<file path="config.mk">
export PLATFORM = sky130hd
export DESIGN_NAME = dpm_map_top
export DESIGN_NICKNAME = d
export VERILOG_FILES = /design/src/dpm_pkg.sv /design/src/dpm_map_if.sv /design/src/dpm_slot_decode.sv /design/src/dpm_prio_lookup.sv /design/src/dpm_map_top.sv
export SDC_FILE = /design/constraint.sdc
export NUM_CORES = 1
export LEC_CHECK = 0
export BUFFER_PORTS_ARGS = -buffer_cell sky130_fd_sc_hd__buf_2
export CAP_MARGIN = 20
export CORE_MARGIN = 3
export CORE_UTILIZATION = 45
export DETAILED_ROUTE_END_ITERATION = 8
export PLACE_DENSITY = 0.68
export SKIP_CTS_REPAIR_TIMING = 1
export SLEW_MARGIN = 15
export SYNTH_ARGS = -nofsm -noshare
export SYNTH_HDL_FRONTEND = slang
export SYNTH_SLANG_ARGS = --single-unit
</file>
<file path="constraint.sdc">
create_clock -name core_clk -period 3.2 [get_ports core_clk]
set_clock_uncertainty 0.15 [all_clocks]
set_input_delay 0.32 -clock core_clk [delete_from_list [all_inputs] [get_ports core_clk]]
set_output_delay 0.32 -clock core_clk [all_outputs]
set_load 0.03 [all_outputs]
</file>
<file path="src/dpm_pkg.sv">
package dpm_pkg;

    // ------------------------------------------------------------
    // Register indices (byte address is four times the index)
    // ------------------------------------------------------------
    localparam logic [13:0] IDX_MAP_2A_2B = 14'h0355;
    localparam logic [13:0] IDX_MAP_2C_2D = 14'h0350;
    localparam logic [13:0] IDX_MAP_2E_2F = 14'h0357;
    localparam logic [13:0] IDX_MAP_30_31 = 14'h0358;
    localparam logic [13:0] IDX_MAP_32_33 = 14'h0359;
    localparam logic [13:0] IDX_MAP_34_35 = 14'h035A;
    localparam logic [13:0] IDX_MAP_36_37 = 14'h035B;
    localparam logic [13:0] IDX_MAP_38_39 = 14'h035C;
    localparam logic [13:0] IDX_MAP_3A_3B = 14'h035D;
    localparam logic [13:0] IDX_MAP_3C_3D = 14'h035E;

    // ------------------------------------------------------------
    // Bank geometry and field layout
    // ------------------------------------------------------------
    localparam int NUM_REGS = 10;
    localparam int FIELD_W = 3;
    localparam int FLD_LO_LSB = 0;
    localparam int FLD_HI_LSB = 4;
    localparam int ADDR_W = 16;
    localparam logic [FIELD_W-1:0] FIELD_RESET = 3'h0;
    localparam logic [5:0] CP_FIRST = 6'h2A;
    localparam logic [5:0] CP_LAST = 6'h3D;

    // Slot k holds the code points CP_FIRST + 2k (low field) and CP_FIRST + 2k + 1 (high field).
    localparam logic [NUM_REGS-1:0][13:0] SLOT_IDX = {
        IDX_MAP_3C_3D, IDX_MAP_3A_3B, IDX_MAP_38_39, IDX_MAP_36_37, IDX_MAP_34_35,
        IDX_MAP_32_33, IDX_MAP_30_31, IDX_MAP_2E_2F, IDX_MAP_2C_2D, IDX_MAP_2A_2B
    };

    // ------------------------------------------------------------
    // Bus responses
    // ------------------------------------------------------------
    localparam logic [1:0] RESP_OKAY = 2'h0;
    localparam logic [1:0] RESP_SLVERR = 2'h2;

    typedef logic [NUM_REGS-1:0][2*FIELD_W-1:0] dpm_fields_t;

endpackage

</file>
<file path="src/dpm_map_if.sv">
`timescale 1ns/10ps
interface dpm_map_if;
    // Stored fields, slot k as {high field, low field}.
    dpm_pkg::dpm_fields_t fields;
    // Code point presented by the classifier.
    logic [5:0] code_point;
    // Looked-up priority and whether the code point falls in this bank.
    logic [2:0] prio;
    logic hit;

    modport bank
    (
        output fields,
        output code_point,
        input prio,
        input hit
    );

    modport lookup
    (
        input fields,
        input code_point,
        output prio,
        output hit
    );
endinterface

</file>
<file path="src/dpm_slot_decode.sv">
`timescale 1ns/10ps
module dpm_slot_decode
(
    // Word index from the bus.
    input wire logic [13:0] idx,
    // Decoded slot.
    output logic hit,
    output logic [3:0] slot
);
    logic [dpm_pkg::NUM_REGS-1:0] match;

    // One comparator per mapping register.
    genvar g;
    generate
        for (g = 0; g < dpm_pkg::NUM_REGS; g++)
        begin : g_match
            assign match[g] = (idx == dpm_pkg::SLOT_IDX[g]);
        end
    endgenerate

    // Encode the single matching comparator into a slot number.
    always_comb
    begin
        hit = |match;
        slot = 4'h0;
        for (int i = 0; i < dpm_pkg::NUM_REGS; i++)
        begin
            if (match[i])
            begin
                slot = 4'(i);
            end
        end
    end
endmodule

</file>
<file path="src/dpm_prio_lookup.sv">
`timescale 1ns/10ps
module dpm_prio_lookup
(
    // Bank side of the lookup.
    dpm_map_if.lookup map
);
    logic [5:0] offset;
    logic [3:0] slot;

    // Pure combinational select from the stored fields, so a new field value is seen at once.
    always_comb
    begin
        offset = map.code_point - dpm_pkg::CP_FIRST;
        slot = offset[4:1];
        map.hit = (map.code_point >= dpm_pkg::CP_FIRST) && (map.code_point <= dpm_pkg::CP_LAST);
        map.prio = 3'h0;
        if (map.hit)
        begin
            // Odd code points take the high field, even ones the low field.
            if (offset[0])
            begin
                map.prio = map.fields[slot][2*dpm_pkg::FIELD_W-1:dpm_pkg::FIELD_W];
            end
            else
            begin
                map.prio = map.fields[slot][dpm_pkg::FIELD_W-1:0];
            end
        end
    end
endmodule

</file>
<file path="src/dpm_map_top.sv">
// How it works
// - Code point 2A/2B use register 0x355.
// - Code point 2C/2D use register 0x350.
// - Code point 2E/2F use register 0x357.
// - Code point 30/31 use register 0x358.
// - Code point 32/33 use register 0x359.
// - Code point 34/35 use register 0x35A.
// - Code point 36/37 use register 0x35B.
// - Code point 38/39 use register 0x35C.
// - Code point 3A/3B use register 0x35D.
// - Code point 3C/3D use register 0x35E.
`timescale 1ns/10ps
module dpm_map_top
(
    // Clock and reset.
    input wire logic core_clk,
    input wire logic arst_n,
    // Write address channel.
    input wire logic [dpm_pkg::ADDR_W-1:0] s_axi_awaddr,
    input wire logic s_axi_awvalid,
    output logic s_axi_awready,
    // Write data channel.
    input wire logic [31:0] s_axi_wdata,
    input wire logic [3:0] s_axi_wstrb,
    input wire logic s_axi_wvalid,
    output logic s_axi_wready,
    // Write response channel.
    output logic [1:0] s_axi_bresp,
    output logic s_axi_bvalid,
    input wire logic s_axi_bready,
    // Read address channel.
    input wire logic [dpm_pkg::ADDR_W-1:0] s_axi_araddr,
    input wire logic s_axi_arvalid,
    output logic s_axi_arready,
    // Read data channel.
    output logic [31:0] s_axi_rdata,
    output logic [1:0] s_axi_rresp,
    output logic s_axi_rvalid,
    input wire logic s_axi_rready,
    // Classifier lookup.
    input wire logic [5:0] cp_in,
    output logic [2:0] prio_out,
    output logic prio_hit
);

    // ------------------------------------------------------------
    // State
    // ------------------------------------------------------------
    typedef struct packed {
        dpm_pkg::dpm_fields_t fields;
        logic aw_rdy;
        logic w_rdy;
        logic ar_rdy;
        logic aw_have;
        logic w_have;
        logic [dpm_pkg::ADDR_W-1:0] aw_addr;
        logic [7:0] w_data;
        logic w_lane0;
        logic bvalid;
        logic [1:0] bresp;
        logic rvalid;
        logic [1:0] rresp;
        logic [31:0] rdata;
        logic [2:0] prio;
        logic hit;
    } dpm_state_s;

    dpm_state_s st;
    dpm_state_s next_st;
    logic wr_hit;
    logic [3:0] wr_slot;
    logic rd_hit;
    logic [3:0] rd_slot;
    logic do_write;

    dpm_map_if map ();

    // ------------------------------------------------------------
    // Address decode and lookup
    // ------------------------------------------------------------
    dpm_slot_decode u_wr_decode
    (
        .idx(st.aw_addr[15:2]),
        .hit(wr_hit),
        .slot(wr_slot)
    );

    dpm_slot_decode u_rd_decode
    (
        .idx(s_axi_araddr[15:2]),
        .hit(rd_hit),
        .slot(rd_slot)
    );

    // The classifier sees the fields exactly as stored now.
    assign map.fields = st.fields;
    assign map.code_point = cp_in;

    dpm_prio_lookup u_lookup
    (
        .map(map.lookup)
    );

    // ------------------------------------------------------------
    // Next state
    // ------------------------------------------------------------
    // Bus handshakes, register writes, read data and the registered lookup result.
    always_comb
    begin
        next_st = st;
        do_write = 1'b0;

        // A finished write response reopens both write channels.
        if (st.bvalid && s_axi_bready)
        begin
            next_st.bvalid = 1'b0;
            next_st.aw_rdy = 1'b1;
            next_st.w_rdy = 1'b1;
        end

        // Address and data are taken independently, in either order.
        if (s_axi_awvalid && st.aw_rdy)
        begin
            next_st.aw_addr = s_axi_awaddr;
            next_st.aw_have = 1'b1;
            next_st.aw_rdy = 1'b0;
        end
        if (s_axi_wvalid && st.w_rdy)
        begin
            next_st.w_data = s_axi_wdata[7:0];
            next_st.w_lane0 = s_axi_wstrb[0];
            next_st.w_have = 1'b1;
            next_st.w_rdy = 1'b0;
        end

        // Both halves held: update the bank and answer.
        if (st.aw_have && st.w_have && !st.bvalid)
        begin
            do_write = wr_hit && st.w_lane0;
            next_st.aw_have = 1'b0;
            next_st.w_have = 1'b0;
            next_st.bvalid = 1'b1;
            next_st.bresp = wr_hit ? dpm_pkg::RESP_OKAY : dpm_pkg::RESP_SLVERR;
            if (do_write)
            begin
                // Reserved bits 7 and 3 are dropped here.
                next_st.fields[wr_slot] = {st.w_data[dpm_pkg::FLD_HI_LSB +: dpm_pkg::FIELD_W],
                    st.w_data[dpm_pkg::FLD_LO_LSB +: dpm_pkg::FIELD_W]};
            end
        end

        // A finished read reopens the read address channel.
        if (st.rvalid && s_axi_rready)
        begin
            next_st.rvalid = 1'b0;
            next_st.ar_rdy = 1'b1;
        end

        // Read: reserved and upper bits return zero, unmapped words answer SLVERR.
        if (s_axi_arvalid && st.ar_rdy)
        begin
            next_st.ar_rdy = 1'b0;
            next_st.rvalid = 1'b1;
            next_st.rdata = 32'h0000_0000;
            next_st.rresp = dpm_pkg::RESP_SLVERR;
            if (rd_hit)
            begin
                next_st.rresp = dpm_pkg::RESP_OKAY;
                next_st.rdata[dpm_pkg::FLD_HI_LSB +: dpm_pkg::FIELD_W] =
                    st.fields[rd_slot][2*dpm_pkg::FIELD_W-1:dpm_pkg::FIELD_W];
                next_st.rdata[dpm_pkg::FLD_LO_LSB +: dpm_pkg::FIELD_W] =
                    st.fields[rd_slot][dpm_pkg::FIELD_W-1:0];
            end
        end

        // Priority for the current code point, held one cycle for a clean output.
        next_st.prio = map.prio;
        next_st.hit = map.hit;
    end

    // ------------------------------------------------------------
    // State register
    // ------------------------------------------------------------
    // All fields clear at reset; the three address/data channels open ready.
    always_ff @(posedge core_clk or negedge arst_n)
    begin
        if (!arst_n)
        begin
            st <= '0;
            st.aw_rdy <= 1'b1;
            st.w_rdy <= 1'b1;
            st.ar_rdy <= 1'b1;
        end
        else
        begin
            st <= next_st;
        end
    end

    // ------------------------------------------------------------
    // Outputs
    // ------------------------------------------------------------
    // Every output is a state bit.
    assign s_axi_awready = st.aw_rdy;
    assign s_axi_wready = st.w_rdy;
    assign s_axi_bvalid = st.bvalid;
    assign s_axi_bresp = st.bresp;
    assign s_axi_arready = st.ar_rdy;
    assign s_axi_rvalid = st.rvalid;
    assign s_axi_rresp = st.rresp;
    assign s_axi_rdata = st.rdata;
    assign prio_out = st.prio;
    assign prio_hit = st.hit;
endmodule

</file>
==> impl_results.md <==
* Outcome: finished, final reports clean
* Slowest cell on crit path: nor2_1
* Post-route setup TNS at 0 ns
* Critical path's top delay family: simple AND/OR/NAND/NOR gates
* Largest net degree at the start of global routing at 55
* Most frequent cells in the layout: 97 x dfrtp_1, 84 x mux2_2, 63 x buf_2
* Final nets at 590
* Post-route ant nets at 0
* Drt first pass iters at 4
* Clock Pin Slew Worst Setup and Hold Paths at 0.07 ns
* Peak supply drop at roughly 0.00052 V
* Commonest non-fill, non-tap cell in the layout: dfrtp_1
* Pwr dens at 557 nW/um^2
* HP Class: input port to flip-flop
* Final hold violations at 0
* Register Area at 2510 sq um
* Fraction of layout cells with a size suffix above 1 at 39.8%
* Crit path kind: flip-flop to flip-flop
* Max-slew violation count at 0
* Flops & latches, synth at 100
* Clk buf depth at 2
* PnR worst setup slack at 0.572 ns
* Total CTS buffers at 9
* Clk root buf: clkbuf_16
* Filler cells at 1002
* Async SR Flop Fraction at 100%
* Worst Hold Slack at 0.0104 ns
* Synth Warn # at 0
* Fmax at 380 MHz
* Total power at between 3 and 4 mW
* EDFF count, synth at 0
* Multi-input combinational cell area at 2680 sq um
* Initial antenna violation count at 0
* Leak Pwr at 2.81 nW
* PortBufs at 64
* Total grt overflow at 0
* CP bufs+invs at 0
* Cells after Synth at 460
* Die footprint at roughly 14000 sq um
* Syn-to-layout area delta at 10.6%
* Routed via count at roughly 3700
* Worst Path Required at roughly 3.3 ns
* RSZ-0062 raised after global routing: no
* Slew @ Worst Pin at between 0.7 and 0.8 ns
* Initial Utilization at a little under half
* Mapped Area at 5500 sq um
* Max transition margin at 50.0%
* Max-cap violations at 0
* Seq/Total Area, Yosys at between 40% and 50%
* Number of DRC markers in iteration 0 at 160
* Post-synthesis cell type count at 60
* Detailed-route wire length at approximately 12000 microns
* Worst setup EP type: flip-flop
* Die Height at about 120 microns
* Avg Vias per Cell at 5.64
* Die Wd at 117 microns
* # IOs at 126
* H-Tree Depth at 3
* Clock sink total at 100
* Post-route DRC violation count at 0
* DR WL/cell at 18.3 microns
* Primary FF master, synth: dfrtp_1
* Tcrit/Tclk final at 82.1%
* CP arrival at 2.71 ns
* Final setup vio count at 0
* Worst r2r path cells at 6
* First-pass GRT wire length at between 15000 and 20000 microns
* DP HPWL at 9100 microns
* Hold depth at 2
* N_diodes at 0
* CTS tree: yes
* Clk_lat worst skew at between 0.3 and 0.4 ns
* Startpoint Class: flip-flop
* Place WS at between 0.5 and 0.6 ns
* Std-Cell Rows at 39
* GPL Wtd Cong at just over 0.9
* Post-route minimum period at around 2.6 ns
* GRT Overall Usage at ~19%
* Crit path depth at 6
* Vias in the first global route at 3633
* Critical Path Max Stage Delay at 0.61 ns
* Sequence of cells on the critical path: nor4_1 -> nand4_1 -> nor3_2 -> nand3b_1 -> nor2_1 -> mux2_2
* Post-Syn Area per Cell at around 12 sq um
* Core area at 11700 sq um
* Worst-path maximum fanout at 6
Yosys cell counts, types with 2 or more instances:
cell	instances	area share (%)
o221ai_1	7	1.1
nor3b_1	2	0.27
or2_2	3	0.34
o22a_1	3	0.48
mux4_2	14	5.7
nor2_1	17	1.2
buf_2	6	0.55
xnor2_1	3	0.48
and3_1	2	0.23
mux2_2	84	17
nand2_1	25	1.7
nand3b_1	3	0.41
nand4b_1	2	0.32
inv_1	7	0.48
o22ai_1	4	0.46
mux2i_1	20	3.6
o211ai_1	3	0.41
a211oi_1	2	0.27
xor2_1	3	0.48
or3_1	2	0.23
nand4_1	2	0.23
and4b_1	4	0.73
o31ai_1	4	0.55
dfrtp_1	97	44
dfstp_2	3	1.4
buf_4	40	5.5
nand2b_1	9	1.0
nor3_1	7	0.64
o21ai_0	14	1.3
nor4_1	2	0.23
nand3_1	5	0.46
nor2_4	2	0.41
a21oi_1	15	1.4
clkbuf_1	15	1.0
a22o_1	4	0.64
cell families after synthesis:
kind of cell	Yosys count	synth area share, %
muxes	118	26.6
DFF	100	45.6
and+or+nand+nor	98	10.5
AOI/OAI and AO/OA	68	8.54
buffers and inverters	68	7.51
xor gates and xnor gates	6	0.956
adders and majority gates	1	0.228
other	1	0.0682
flip-flops by register name, summed over array words and instances, names as in the netlist:
name           flops
map.fields        60
st                23
s_axi_rdata        6
prio_out           3
prio_hit           1
s_axi_arready      1
s_axi_awready      1
s_axi_bresp        1
s_axi_bvalid       1
s_axi_rresp        1
s_axi_rvalid       1
s_axi_wready       1
report_power, final:
part	internal [mW]	leakage (nW)	switching, mW
Sequential	1.45	1.33	0.262
Clock	0.548	0.145	0.509
Combinational	0.279	1.33	0.340
Total	2.27	2.81	1.11
per-stage QoR:
step	cells	area [sq um]	utilization, %
6_report	656	6080	52.1
5_1_grt	656	6080	52.1
4_1_cts	652	6040	51.8
3_5_place_dp	636	5750	49.3
3_3_place_gp	636	5750	49.3
2_1_floorplan	487	5600	-
area by class of cell:
type,count,area share (%)
multi-input cells,319,44.1
clock inverters,7,1.11
flip-flops and latches,100,41.2
repair buffers,71,6.54
clock buffers,9,3.70
well taps,143,2.94
inverters,7,0.432
worst paths after layout:
kind	slack [ns]	start	end
max in group asynchronous	1.77	arst_n	s_axi_wready
worst max register to register	0.57	st[64]	map.fields[53]
min in group asynchronous	0.37	arst_n	s_axi_rresp[1]
worst min-delay path	0.01	s_axi_bready	s_axi_bvalid
worst max-delay path	0.57	st[64]	map.fields[53]
worst min register to register	0.33	s_axi_rdata[2]	s_axi_rdata[2]
per-layer routing:
metal	wire length (microns)	GRT usage [%]
met4	205	5.65
met5	0	0
met1	5300	25.3
met2	5800	29.9
met3	725	3.94
(Power assumes the default switching activity.)
